<file path="src/design/i2cmd_pkg.sv">
// Purpose: Shared constants and types of the master-done flag block.
// Assumes: Avalon-MM byte addresses on a 4-bit address port.
// Notes:   Every offset and bit position, and the status and read-data reset values, live here.
package i2cmd_pkg;

    // Register byte offsets.
    localparam logic [3:0]  RAW_INTERRUPT_STATUS_ADDR   = 4'h0;
    localparam logic [3:0]  ICR_ADDR    = 4'h4;
    localparam logic [3:0]  MCR_ADDR    = 4'h8;
    localparam logic [3:0]  TSR_ADDR    = 4'hC;

    // Bit positions in the raw interrupt status and the clear register.
    localparam int          DONE_BIT    = 19;
    localparam int          WTT_BIT     = 18;
    localparam int          RFT_BIT     = 17;

    // Bit positions in the master command register.
    localparam int          CMD_GO_BIT  = 0;
    localparam int          CMD_RD_BIT  = 1;

    // Bit positions in the transaction status register.
    localparam int          TSR_RD_BIT  = 0;
    localparam int          TSR_BSY_BIT = 1;
    localparam int          TSR_REF_BIT = 2;
    localparam int          TSR_DEF_BIT = 3;

    // Reset values and the answer to an unmapped read.
    localparam logic [31:0] RAW_INTERRUPT_STATUS_RST    = 32'h0000_0000;
    localparam logic [31:0] RDATA_RST   = 32'h0000_0000;
    localparam logic [31:0] UNMAP_DATA  = 32'h0000_0000;

    // Master sequence, Gray coded along idle, busy, wait-for-stop.
    typedef enum logic [1:0] {
        I2CMD_IDLE  = 2'h0,
        I2CMD_BUSY  = 2'h1,
        I2CMD_WSTOP = 2'h3
    } i2cmd_mst_t;

endpackage

</file>
<file path="src/design/i2cmd_link_if.sv">
// Purpose: Carries sampled bus levels and bus conditions to the core.
// Assumes: All signals are in the core_clk_i domain.
// Notes:   Conditions are one-cycle pulses.
`timescale 1ns/10ps
interface i2cmd_link_if;
    logic scl_lvl;
    logic sda_lvl;
    logic start_p;
    logic stop_p;

    // The detector drives, the core listens.
    modport det  (output scl_lvl, output sda_lvl,
                  output start_p, output stop_p);
    modport core (input  scl_lvl, input  sda_lvl,
                  input  start_p, input  stop_p);
endinterface

</file>
<file path="src/design/i2cmd_cond_det.sv">
// Purpose: Samples the bus pins and finds start and stop conditions.
// Assumes: The pins are asynchronous to core_clk_i.
// Notes:   Two flops per pin before any decoding logic.
`timescale 1ns/10ps
module i2cmd_cond_det (
    input  wire logic   core_clk_i,
    input  wire logic   nrst_i,
    input  wire logic   scl_i,
    input  wire logic   sda_i,
    i2cmd_link_if.det   link
);

    typedef struct packed {
        logic scl_s1;
        logic scl_s2;
        logic sda_s1;
        logic sda_s2;
        logic scl_d;
        logic sda_d;
        logic start_p;
        logic stop_p;
    } i2cmd_det_t;

    i2cmd_det_t det_ff;
    i2cmd_det_t nxt_det;

    // Synchronise both pins, then compare against the previous level.
    always_comb begin
        nxt_det         = det_ff;
        nxt_det.scl_s1  = scl_i;
        nxt_det.scl_s2  = det_ff.scl_s1;
        nxt_det.sda_s1  = sda_i;
        nxt_det.sda_s2  = det_ff.sda_s1;
        nxt_det.scl_d   = det_ff.scl_s2;
        nxt_det.sda_d   = det_ff.sda_s2;
        // A falling data line with the clock high is a start.
        nxt_det.start_p = det_ff.scl_s2 & det_ff.scl_d
                          & det_ff.sda_d & ~det_ff.sda_s2;
        // A rising data line with the clock high is a stop.
        nxt_det.stop_p  = det_ff.scl_s2 & det_ff.scl_d
                          & ~det_ff.sda_d & det_ff.sda_s2;
    end

    // Idle bus is high on both lines, so reset to ones.
    always_ff @(posedge core_clk_i or negedge nrst_i) begin
        if (!nrst_i) begin
            det_ff <= '{scl_s1: 1'b1, scl_s2: 1'b1, sda_s1: 1'b1,
                        sda_s2: 1'b1, scl_d: 1'b1, sda_d: 1'b1,
                        start_p: 1'b0, stop_p: 1'b0};
        end else begin
            det_ff <= nxt_det;
        end
    end

    // Drive the interface from the registered state.
    assign link.scl_lvl = det_ff.scl_s2;
    assign link.sda_lvl = det_ff.sda_s2;
    assign link.start_p = det_ff.start_p;
    assign link.stop_p  = det_ff.stop_p;

endmodule

</file>
<file path="src/design/i2cmd_top.sv">
// Purpose: Master-done flag of a two-wire bus controller, with its
//          software handshake over an Avalon-MM slave.
// Assumes: The protocol engine sits outside and pulses its events.
// Notes:   One wait cycle on every bus access.
//
// Chosen here: the Avalon-MM slave port and the register offsets.
`timescale 1ns/10ps
module i2cmd_top (
    input  wire logic        core_clk_i,
    input  wire logic        nrst_i,
    input  wire logic [3:0]  avs_address_i,
    input  wire logic        avs_read_i,
    input  wire logic        avs_write_i,
    input  wire logic [31:0] avs_writedata_i,
    output logic      [31:0] avs_readdata_o,
    output logic             avs_waitrequest_o,
    input  wire logic        scl_i,
    input  wire logic        sda_i,
    output logic             scl_o,
    output logic             scl_oe_o,
    output logic             eng_start_o,
    output logic             eng_read_o,
    input  wire logic        eng_master_end_i,
    input  wire logic        eng_slave_addr_i,
    input  wire logic        eng_slave_rd_i,
    output logic             master_done_flag_o
);

    i2cmd_link_if link ();

    i2cmd_cond_det u_det (
        .core_clk_i (core_clk_i),
        .nrst_i     (nrst_i),
        .scl_i      (scl_i),
        .sda_i      (sda_i),
        .link       (link)
    );

    typedef struct packed {
        i2cmd_pkg::i2cmd_mst_t mst;
        logic        done;
        logic        wtt;
        logic        rft;
        logic        defer;
        logic        defer_rd;
        logic        last_rd;
        logic        refused;
        logic        eng_start;
        logic        wait_r;
        logic        scl_low;
        logic [31:0] rdata;
    } i2cmd_st_t;

    i2cmd_st_t st_ff;
    i2cmd_st_t nxt_st;

    // Builds the raw interrupt status word.
    function automatic logic [31:0] raw_status(input i2cmd_st_t s);
        logic [31:0] v;
        v                      = i2cmd_pkg::RAW_INTERRUPT_STATUS_RST;
        v[i2cmd_pkg::DONE_BIT] = s.done;
        v[i2cmd_pkg::WTT_BIT]  = s.wtt;
        v[i2cmd_pkg::RFT_BIT]  = s.rft;
        return v;
    endfunction

    // Selects the word a read returns; unmapped offsets read as zero.
    function automatic logic [31:0] reg_read(input logic [3:0] a,
                                             input i2cmd_st_t s);
        logic [31:0] v;
        v = i2cmd_pkg::UNMAP_DATA;
        unique case (a)
            i2cmd_pkg::RAW_INTERRUPT_STATUS_ADDR: v = raw_status(s);
            i2cmd_pkg::TSR_ADDR: begin
                v[i2cmd_pkg::TSR_RD_BIT]  = s.last_rd;
                v[i2cmd_pkg::TSR_BSY_BIT] = (s.mst != i2cmd_pkg::I2CMD_IDLE);
                v[i2cmd_pkg::TSR_REF_BIT] = s.refused;
                v[i2cmd_pkg::TSR_DEF_BIT] = s.defer;
            end
            default: v = i2cmd_pkg::UNMAP_DATA;
        endcase
        return v;
    endfunction

    // Access strobes: an access takes effect when waitrequest is low.
    logic        acc_wr;
    logic        acc_rd;
    logic [31:0] clr;
    logic        go_wr;
    logic        set_done;

    assign acc_wr   = avs_write_i & ~st_ff.wait_r;
    assign acc_rd   = avs_read_i & ~st_ff.wait_r;
    assign clr      = (acc_wr && avs_address_i == i2cmd_pkg::ICR_ADDR)
                      ? avs_writedata_i : 32'h0000_0000;
    assign go_wr    = acc_wr && avs_address_i == i2cmd_pkg::MCR_ADDR
                      && avs_writedata_i[i2cmd_pkg::CMD_GO_BIT];
    assign set_done = (st_ff.mst == i2cmd_pkg::I2CMD_WSTOP) & link.stop_p;

    // Next-state logic for the bus slave, the flags and the sequence.
    always_comb begin
        nxt_st           = st_ff;
        nxt_st.eng_start = 1'b0;
        nxt_st.wait_r    = 1'b1;
        nxt_st.scl_low   = 1'b0;

        // One wait cycle, then the answer with read data.
        if ((avs_read_i | avs_write_i) && st_ff.wait_r) begin
            nxt_st.wait_r = 1'b0;
        end
        if (avs_read_i && st_ff.wait_r) begin
            nxt_st.rdata = reg_read(avs_address_i, st_ff);
        end

        // Done flag: hardware set wins over a software clear.
        nxt_st.done = set_done
                      | (st_ff.done & ~clr[i2cmd_pkg::DONE_BIT]);

        // Master sequence; commands are refused while done pends.
        unique case (st_ff.mst)
            i2cmd_pkg::I2CMD_IDLE: begin
                if (go_wr && !st_ff.done) begin
                    nxt_st.mst       = i2cmd_pkg::I2CMD_BUSY;
                    nxt_st.eng_start = 1'b1;
                    nxt_st.last_rd   =
                        avs_writedata_i[i2cmd_pkg::CMD_RD_BIT];
                end
            end
            i2cmd_pkg::I2CMD_BUSY: begin
                if (eng_master_end_i) begin
                    nxt_st.mst = i2cmd_pkg::I2CMD_WSTOP;
                end
            end
            i2cmd_pkg::I2CMD_WSTOP: begin
                if (link.stop_p) begin
                    nxt_st.mst = i2cmd_pkg::I2CMD_IDLE;
                end
            end
            default: nxt_st.mst = i2cmd_pkg::I2CMD_IDLE;
        endcase

        // Refused-command mark, cleared by reading the transaction status word.
        if (acc_rd && avs_address_i == i2cmd_pkg::TSR_ADDR) begin
            nxt_st.refused = 1'b0;
        end
        if (go_wr && (st_ff.done
                      || st_ff.mst != i2cmd_pkg::I2CMD_IDLE)) begin
            nxt_st.refused = 1'b1;
        end

        // Target request flags, each cleared by its clear bit.
        nxt_st.wtt = st_ff.wtt & ~clr[i2cmd_pkg::WTT_BIT];
        nxt_st.rft = st_ff.rft & ~clr[i2cmd_pkg::RFT_BIT];
        if (eng_slave_addr_i && st_ff.done) begin
            nxt_st.defer    = 1'b1;
            nxt_st.defer_rd = eng_slave_rd_i;
        end else if (eng_slave_addr_i) begin
            nxt_st.wtt = nxt_st.wtt | ~eng_slave_rd_i;
            nxt_st.rft = nxt_st.rft | eng_slave_rd_i;
        end else if (st_ff.defer && !st_ff.done) begin
            // Release the deferred notification once acknowledged.
            nxt_st.defer = 1'b0;
            nxt_st.wtt   = nxt_st.wtt | ~st_ff.defer_rd;
            nxt_st.rft   = nxt_st.rft | st_ff.defer_rd;
        end
    end

    // State register; the bus sees waitrequest high under reset.
    always_ff @(posedge core_clk_i or negedge nrst_i) begin
        if (!nrst_i) begin
            st_ff <= '{mst: i2cmd_pkg::I2CMD_IDLE, done: 1'b0,
                       wtt: 1'b0, rft: 1'b0, defer: 1'b0,
                       defer_rd: 1'b0, last_rd: 1'b0, refused: 1'b0,
                       eng_start: 1'b0, wait_r: 1'b1, scl_low: 1'b0,
                       rdata: i2cmd_pkg::RDATA_RST};
        end else begin
            st_ff <= nxt_st;
        end
    end

    // Outputs straight from the state register.
    assign avs_readdata_o     = st_ff.rdata;
    assign avs_waitrequest_o  = st_ff.wait_r;
    assign scl_o              = st_ff.scl_low;
    assign scl_oe_o           = st_ff.defer;
    assign eng_start_o        = st_ff.eng_start;
    assign eng_read_o         = st_ff.last_rd;
    assign master_done_flag_o = st_ff.done;
endmodule

</file>
<file path="config.mk">
export PLATFORM = sky130hd
export DESIGN_NAME = i2cmd_top
export DESIGN_NICKNAME = d
export VERILOG_FILES = /design/src/design/i2cmd_pkg.sv /design/src/design/i2cmd_link_if.sv /design/src/design/i2cmd_cond_det.sv /design/src/design/i2cmd_top.sv
export SDC_FILE = /design/constraint.sdc
export NUM_CORES = 1
export LEC_CHECK = 0
export BUFFER_PORTS_ARGS = -buffer_cell sky130_fd_sc_hd__buf_2
export CAP_MARGIN = 5
export CORE_UTILIZATION = 24
export CTS_BUF_LIST = sky130_fd_sc_hd__clkbuf_4 sky130_fd_sc_hd__clkbuf_8
export CTS_CLUSTER_SIZE = 25
export DETAILED_ROUTE_END_ITERATION = 10
export MAX_ROUTING_LAYER = met4
export PLACE_DENSITY = 0.56
export SETUP_SLACK_MARGIN = 0.02
export SYNTH_ARGS = -nofsm -noshare
export SYNTH_HDL_FRONTEND = slang
export SYNTH_SLANG_ARGS = --single-unit
</file>
<file path="constraint.sdc">
create_clock -name core_clk_i -period 2.8 [get_ports core_clk_i]
set_clock_uncertainty 0.1 [all_clocks]
set_input_delay 0.42 -clock core_clk_i [delete_from_list [all_inputs] [get_ports core_clk_i]]
set_output_delay 0.42 -clock core_clk_i [all_outputs]
set_load 0.03 [all_outputs]
</file>
==> flow_summary_export.csv, run 1 <==
group,metric,value,unit
yosys,ys_types,28,
grt,gr-total-overflow,0,
run_status,status,"completed",
routing,dr.first_iter.drc_count,13,
critical_path,cp_slowest_cell,"dfstp_2",
die,die_area,0.00549,mm2
final_layout,final_nets,182,
clock_network,ctsLongestPathBuffers,2,
yosys,synth_compound_area_share,9.83,%
timing,worst_pin_slew,551,ps
routing,top_layer_used,"met4",
yosys,yosys_most_used_dff,"dfrtp_1",
critical_path,crit_fanout,7,
routing,first_pass_iters,3,
critical_path,slowest_delay,590,ps
yosys,synth_top_family_by_area,"buffers and inverters",
critical_path,crit_type,"flop to output pin",
routing,wl_per_cell,10.3,um
yosys,yosys_register_bits,25,
placement,place_ws,1250,ps
yosys,synth_edf_count,0,
die,initial_utilization,25.7,%
grt,gr-usage-all-layers,9.08,%
die,die_width,74.1,um
flow_run,drv_cap,0,
yosys,async_flop_share,100,%
timing,finalWorstSetupSlack,1220,ps
critical_path,reg2reg_depth,3,
critical_path,start_kind,"flop",
timing,slew_headroom,63.3,%
final_layout,drive_above_1_share,35.3,%
timing,hold_viol_final,0,
critical_path,crit_path_end_kind,"output pin",
clock_network,holdBufCountCts,0,
final_layout,area_growth_syn_to_layout,9.53,%
yosys,ys_seq_area_share,50.9,%
routing,vias,769,
die,ios,83,
timing,setup_viol,0,
routing,post_drt_via_cell_ratio,3.79,
routing,met3_length,157,um
clock_network,clk_pin_slew,90,ps
clock_network,clock_latency,270,ps
timing,min_period,1580,ps
power_and_ir_drop,leakagePower,0.680,nW
timing,slew_violations,0,
power_and_ir_drop,power_density,564,mW/mm2
yosys,syn_area_per_cell,11.1,um2
clock_network,htree_levels,1,
clock_network,cts-root-buf,"clkbuf_8",
critical_path,cp.required,2280,ps
grt,grt_pass1_wl,3.56,mm
grt,grt_pass1_vias,723,
yosys,synthCells,112,
clock_network,cts_made_buffers,3,
routing,route.detailed.drc,0,
final_layout,antenna_cells,0,
clock_network,cts_setup_buffers,0,
timing,rsz0062_at_grt,"no",
critical_path,rrSetupSlack,1360,ps
routing,antenna_left,0,
critical_path,crit_arrival,1060,ps
die,coreArea,0.00485,mm2
routing,met2_length,906,um
yosys,synth-xor-area-share,0,%
final_layout,n_fill_cell,521,
min_path,min_path_type,"input pin to asynchronous set/reset pin",
placement,portBuffers,29,
critical_path,reg2reg_from,"avs_waitrequest_o",
final_layout,area.sequential,634,um2
grt,grt_max_degree,26,
routing,routed_wl,2.10,mm
clock_network,cts_tree,"done",
critical_path,path_cells,"buf_2",
yosys,synth_fa_ha_area_share,0,%
timing,period_share,56.4,%
grt,antenna_found_initial,0,
routing,met1_length,997,um
yosys,syn_area,0.00125,mm2
critical_path,r2r_end,"eng_read_o",
power_and_ir_drop,vdd_drop_max,291,uV
die,die_y,74.1,um
clock_network,post_cts_resized,0,
timing,setup_tns,0,ps
die,rows,25,
clock_network,cts_sinks,25,
yosys,synth_mux_area_share,2.01,%
placement,gp_congestion,0.693,
yosys,synthSimpleGateAreaFrac,15.8,%
final_layout,multi_input_area,443,um2
critical_path,critPathBufInv,1,
timing,max_freq,633,MHz
critical_path,crit_family,"flip-flops",
placement,hpwl,1.67,mm
yosys,yosysWarnings,0,
==> through the flow <==
step	instance area, um2	power, W	hold slack (ps)	std cells	util (%)
floorplan	1340	0.000552	24.4	137	-
global placement	1320	0.000564	246	199	27.2
detailed placement	1320	0.000566	247	199	27.2
CTS	1370	0.000784	46.9	203	28.2
global route	1370	0.000822	70.9	203	28.2
finish	1370	0.000770	32.1	203	28.2
==> worst max path at each step <==
stage | slack, ps | depth (start not counted) | startpoint | to
2_1_floorplan | 1300 | 4 | master_done_flag_o | eng_read_o
3_3_place_gp | 1240 | 4 | avs_address_i[1] | eng_read_o
3_5_place_dp | 1250 | 4 | avs_address_i[1] | eng_read_o
4_1_cts | 1200 | 1 | avs_waitrequest_o | avs_waitrequest_o
5_1_grt | 1140 | 1 | master_done_flag_o | master_done_flag_o
6_report | 1220 | 1 | avs_waitrequest_o | avs_waitrequest_o
==> registers in the layout (all words and copies together), names as in the netlist <==
name	cells
eng_read_o	1
u_det.det_ff	4
u_det.link.stop_p	1
u_det.link.scl_lvl	1
eng_start_o	1
u_det.link.sda_lvl	1
st_ff	6
scl_oe_o	1
avs_waitrequest_o	1
avs_readdata_o	7
master_done_flag_o	1
==> power by group <==
group	total [W]	switching [W]	internal, W
Clock	0.000213	0.000112	0.000101
Combinational	0.000142	0.000102	0.0000400
Sequential	0.000415	0.0000250	0.000390
==> synthesized netlist by cell type (2+ instances only) <==
library cell / n / area [um2]
buf_4: 33 / 248
dfrtp_1: 18 / 450
nand2_1: 11 / 41.3
dfstp_2: 7 / 184
o21ai_0: 6 / 30.0
a22o_1: 4 / 35.0
a21oi_1: 3 / 15.0
inv_1: 3 / 11.3
nand3_1: 3 / 15.0
o2bb2ai_1: 3 / 26.3
and4b_1: 2 / 20.0
nor3_2: 2 / 20.0
nor3b_1: 2 / 15.0
==> routing by layer <==
metal / vias up / global-route usage [%]
met4: 0 / 4.49
met5: - / -
met1: 357 / 12.8
li1: 374 / -
met3: 4 / 1.76
met2: 34 / 12.2
==> layout make-up <==
class	instances	share of cell area (%)
inverter	3	0.824
clock buffer	3	3.02
timing repair buffer	29	10.6
clock inverter	1	0.549
tap	67	6.14
sequential	25	46.4
multi-input combinational	75	32.4
==> logic make-up (layout without fill, tap and decap cells) <==
logic type             count (synthesis)  after routing
AOI/OAI and AO/OA                     18             18
buffers and inverters                 37             36
DFF                                   25             25
muxes                                  2              2
other                                  1             26
and+or+nand+nor                       29             29
==> cells in the final DEF (no fill, tap or decap), drive strengths merged, types with 2 or more instances in the layout <==
cell type and instances:
buf 29, conb 26, dfrtp 18, nand2 11, dfstp 7, o21ai 6, a22o 4, nand3 4
a21oi 3, o2bb2ai 3, inv 3, clkbuf 3, nor3b 3, nor3 2, and4b 2
Power figures use the tool's default switching activity.
==> run 2, diff against run 1 <==
clock period = 1.5 ns   (was 2.8 ns; I/O delays follow)
==> flow_summary_export.csv, run 2 (synthesis gave the netlist of run 1 again) <==
group,metric,value,unit
timing,max_freq,702,MHz
final_layout,area_growth_syn_to_layout,13.2,%
placement,portBuffers,29,
timing,setup_viol,0,
clock_network,cts_sinks,25,
die,coreArea,0.00485,mm2
placement,placed_cells,201,
grt,gr-usage-all-layers,8.64,%
critical_path,crit_fanout,5,
clock_network,post_cts_resized,0,
flow_run,drv_cap,0,
final_layout,fin_util,29.1,%
grt,grt_max_degree,26,
run_status,status,"completed",
final_layout,instances_no_fill,208,
critical_path,cp.required,1550,ps
routing,wl_per_cell,10.1,um
power_and_ir_drop,leakagePower,0.706,nW
routing,route.detailed.drc,0,
timing,slew_violations,0,
final_layout,n_fill_cell,515,
die,rows,25,
final_layout,final_cell_mix,"29 x buf_2, 26 x conb_1, 17 x dfrtp_1",
placement,gp_congestion,0.704,
routing,dr.first_iter.drc_count,28,
min_path,min-delay-start,"avs_write_i",
grt,antenna_found_initial,0,
die,die_area,0.00549,mm2
power_and_ir_drop,vdd_drop_max,408,uV
routing,first_pass_iters,4,
timing,min_period,1420,ps
routing,antenna_left,0,
critical_path,crit_arrival,1470,ps
routing,routed_wl,2.10,mm
clock_network,cts_made_buffers,3,
final_layout,final_common_cell,"buf_2",
timing,worst_pin_slew,533,ps
grt,grt_pass1_wl,3.43,mm
critical_path,start_kind,"flop",
final_layout,antenna_cells,0,
final_layout,multi_input_area,443,um2
final_layout,area.sequential,636,um2
final_layout,largest_reg_flops,7,
die,die_width,74.1,um
die,ios,83,
clock_network,cts_tree,"done",
min_path,min_path_type,"input pin to flop",
final_layout,drive_above_1_share,36.2,%
timing,setup_tns,0,ps
timing,period_share,95.0,%
power_and_ir_drop,power_density,1030,mW/mm2
critical_path,reg2reg_from,"avs_waitrequest_o",
critical_path,crit_path_end_kind,"flop",
clock_network,cts-root-buf,"clkbuf_8",
grt,gr-total-overflow,0,
timing,timing.hold.ws,25.6,ps
power_and_ir_drop,total_power,0.00145,W
final_layout,final_nets,187,
timing,hold_viol_final,0,
routing,post_drt_via_cell_ratio,3.79,
timing,rsz0062_at_grt,"no",
clock_network,ctsLongestPathBuffers,2,
placement,hpwl,1.67,mm
critical_path,crit_type,"flop to flop",
grt,grt_pass1_vias,694,
critical_path,crit_start,"avs_waitrequest_o",
die,die_y,74.1,um
die,initial_utilization,25.7,%
clock_network,clock_latency,260,ps
clock_network,clk_pin_slew,80,ps
routing,vias,788,
timing,slew_headroom,64.5,%
clock_network,htree_levels,1,
-- run 2: changes by cell type in the layout (fill, tap and decap cells not counted) --
cell           change
dfrtp_1            -1
clkinvlp_4         -1
buf_4              +2
dfrtp_2            +1
clkbuf_4           +1
dlygate4sd3_1      +3
-- run 2: area by class of cell --
| cell class | instances | share of cell area, % |
|---|---|---|
| clock buffer | 4 | 3.45 |
| inverter | 3 | 0.797 |
| multi-input combinational | 75 | 31.4 |
| sequential | 25 | 45.0 |
| tap | 67 | 5.93 |
| timing repair buffer | 34 | 13.5 |
-- run 2: final timing paths --
kind                                      end  slack (ps)  cells past startpoint
min in group asynchronous   u_det.link.stop_p         370                      2
max reg2reg                        eng_read_o          80                      3
min                         avs_waitrequest_o          30                      2
max                                eng_read_o          80                      3
max in group asynchronous  master_done_flag_o         550                      2
min reg2reg                u_det.link.scl_lvl         260                      0
-- run 2: power breakdown --
group	internal [W]	total, W	leakage (nW)	switching [W]
sequential	0.000729	0.000770	0.310	0.0000416
combinational	0.0000861	0.000285	0.370	0.000199
clock	0.000207	0.000399	0.0262	0.000192
total	0.00102	0.00145	0.706	0.000433
-- run 2: per-stage QoR --
stage / setup slack (ps) / area (um2)
2_1_floorplan: 15.3 / 1340
3_3_place_gp: 87.8 / 1330
3_5_place_dp: 89.3 / 1330
4_1_cts: 74.1 / 1410
5_1_grt: 46.3 / 1410
6_report: 75.7 / 1410
-- run 2: critical path, cell delays in order, from the launching register on --
cell and delay [ps]:
dfstp_2 570, and4b_1 240, nand3_2 110, mux2_4 290
-- run 2: metal layers --
metal / share of wire (%) / vias to the layer above / GRT usage [%]
met5: 0 / - / -
met4: 0.67 / 0 / 3.21
met3: 7.9 / 2 / 2.30
met2: 45 / 31 / 12.6
met1: 46 / 373 / 11.4
li1: - / 382 / -
-- run 2: timing repair --
| action | CTS | global route |
|---|---|---|
| hold buffers | 3 | 0 |
| endpoints found under the hold margin | 20 | 0 |
| setup buffers | 0 | 0 |
==> run 3, diff against run 2 <==
CORE_UTILIZATION = 43   (was 24)
PLACE_DENSITY = 0.87   (was 0.56)
==> flow_summary_export.csv, run 3 (synthesis gave the netlist of run 1 again) <==
group,metric,value,unit
run_status,status,"completed",
timing,hold_viol_final,0,
timing,slew_violations,0,
routing,vias,819,
placement,gp_congestion,0.727,
clock_network,cts_sinks,25,
routing,dr.first_iter.drc_count,15,
die,ios,83,
grt,grt_pass1_wl,3.22,mm
min_path,min_path_type,"input pin to flop",
die,initial_utilization,45.2,%
critical_path,path_cells,"dlygate4sd3_1, buf_2, nor3b_1, nand3_1, a32o_1",
final_layout,n_fill_cell,266,
clock_network,ctsLongestPathBuffers,2,
clock_network,cts_setup_buffers,0,
final_layout,final_common_cell,"buf_2",
clock_network,clock_latency,300,ps
die,coreArea,0.00276,mm2
critical_path,start_kind,"input pin",
die,die_y,55.9,um
power_and_ir_drop,power_switching,0.000423,W
final_layout,largest_reg_flops,7,
critical_path,crit_fanout,3,
placement,placed_cells,165,
timing,min_period,1450,ps
critical_path,crit_arrival,1550,ps
timing,rsz0062_at_grt,"no",
final_layout,final_nets,188,
timing,period_share,96.9,%
critical_path,slowest_delay,520,ps
critical_path,cp.required,1600,ps
flow_run,drv_cap,0,
clock_network,cts-root-buf,"clkbuf_4",
clock_network,cts_made_buffers,3,
critical_path,cp_slowest_cell,"dlygate4sd3_1",
final_layout,area_growth_syn_to_layout,9.73,%
die,die_area,0.00312,mm2
power_and_ir_drop,leakagePower,0.706,nW
power_and_ir_drop,power_density,999,mW/mm2
grt,gr-total-overflow,0,
power_and_ir_drop,p_comb_share,21.8,%
routing,route.detailed.drc,0,
critical_path,critPathBufInv,2,
routing,antenna_left,0,
power_and_ir_drop,swShare,30.9,%
final_layout,fin_util,49.6,%
power_and_ir_drop,p_seq_share,56.3,%
die,die_width,55.9,um
placement,portBuffers,29,
routing,first_pass_iters,4,
routing,post_drt_via_cell_ratio,4.73,
power_and_ir_drop,vdd_drop_max,873,uV
final_layout,antenna_cells,0,
grt,antenna_found_initial,0,
grt,grt_max_degree,26,
timing,setup_viol,0,
final_layout,drive_above_1_share,35.9,%
final_layout,final_cell_mix,"28 x buf_2, 26 x conb_1, 17 x dfrtp_1",
placement,hpwl,1.61,mm
routing,routed_wl,2.05,mm
power_and_ir_drop,p_int,0.000944,W
power_and_ir_drop,pwr-share-clk,22.0,%
timing,worst_pin_slew,537,ps
clock_network,cts_tree,"done",
timing,setup_tns,0,ps
critical_path,crit_family,"buffers and inverters",
timing,max_freq,688,MHz
critical_path,crit_type,"input pin to flop",
clock_network,htree_levels,1,
critical_path,crit_path_end_kind,"flop",
grt,gr-usage-all-layers,13.7,%
final_layout,instances_no_fill,173,
grt,grt_pass1_vias,769,
die,rows,19,
routing,wl_per_cell,11.9,um
clock_network,clk_pin_slew,130,ps
timing,slew_headroom,64.2,%
[run 3: cell count changes in the layout (fill, tap and decap cells not counted), sizes merged]
cell / change
dlygate4sd3: +1
[run 3: final cells by class]
class	instances	area, um2	area share, %
Multi-Input combinational cell	75	443	32.4
Clock buffer	4	30.0	2.19
Tap cell	31	38.8	2.83
Inverter	3	11.3	0.823
Sequential cell	25	636	46.4
Timing Repair Buffer	35	210	15.4
[run 3: what timing repair did]
item	CTS	global route
hold buffers	4	0
hold endpoints to repair	21	0
gates resized for setup	1	2
cloned	0	0
endpoints found under the setup margin	1	1
[run 3: metal layers]
metal | vias up | routed length, um | part of all wire (%) | GRT usage [%]
li1 | 385 | - | - | -
met1 | 387 | 851 | 41 | 16.0
met2 | 45 | 1040 | 50 | 23.1
met3 | 2 | 157 | 7.6 | 3.26
met4 | 0 | 8 | 0.39 | 5.23
met5 | - | 0 | 0 | -
[run 3: power by group through the flow]
stage,Clock [W],Combinational (W),Sequential [W]
floorplan,0,0.000236,0.000795
global placement,0,0.000273,0.000775
detailed placement,0,0.000284,0.000780
CTS,0.000314,0.000294,0.000768
global route,0.000344,0.000319,0.000775
finish,0.000300,0.000297,0.000770
[run 3: worst register-to-register path, delay by kind of cell (launching register included)]
kind	cells	cell delay, ps
simple gates	2	460
compound gates	1	220
buf+inv	1	120
flops	1	400
[run 3: stage by stage]
stage	hold WS [ps]	area, um2	setup WS, ps	total power (W)
after global routing	1.69	1370	22.5	0.00144
after CTS	0.943	1360	25.2	0.00138
after floorplan	-171	1340	15.3	0.00103
after global placement	116	1290	150	0.00105
after detailed placement	137	1290	104	0.00106
final	8.42	1370	47.1	0.00137
[run 3: final timing paths]
check                                      to  depth (start not counted)               from  slack [ps]
setup reg to reg           master_done_flag_o                          4  avs_waitrequest_o          90
min in group asynchronous           st_ff[39]                          2             nrst_i         310
max in group asynchronous  master_done_flag_o                          2             nrst_i         600
setup / recovery           master_done_flag_o                          5        avs_write_i          50
hold reg to reg            u_det.link.scl_lvl                          0    u_det.det_ff[7]         270
hold / removal              avs_waitrequest_o                          2         avs_read_i           8
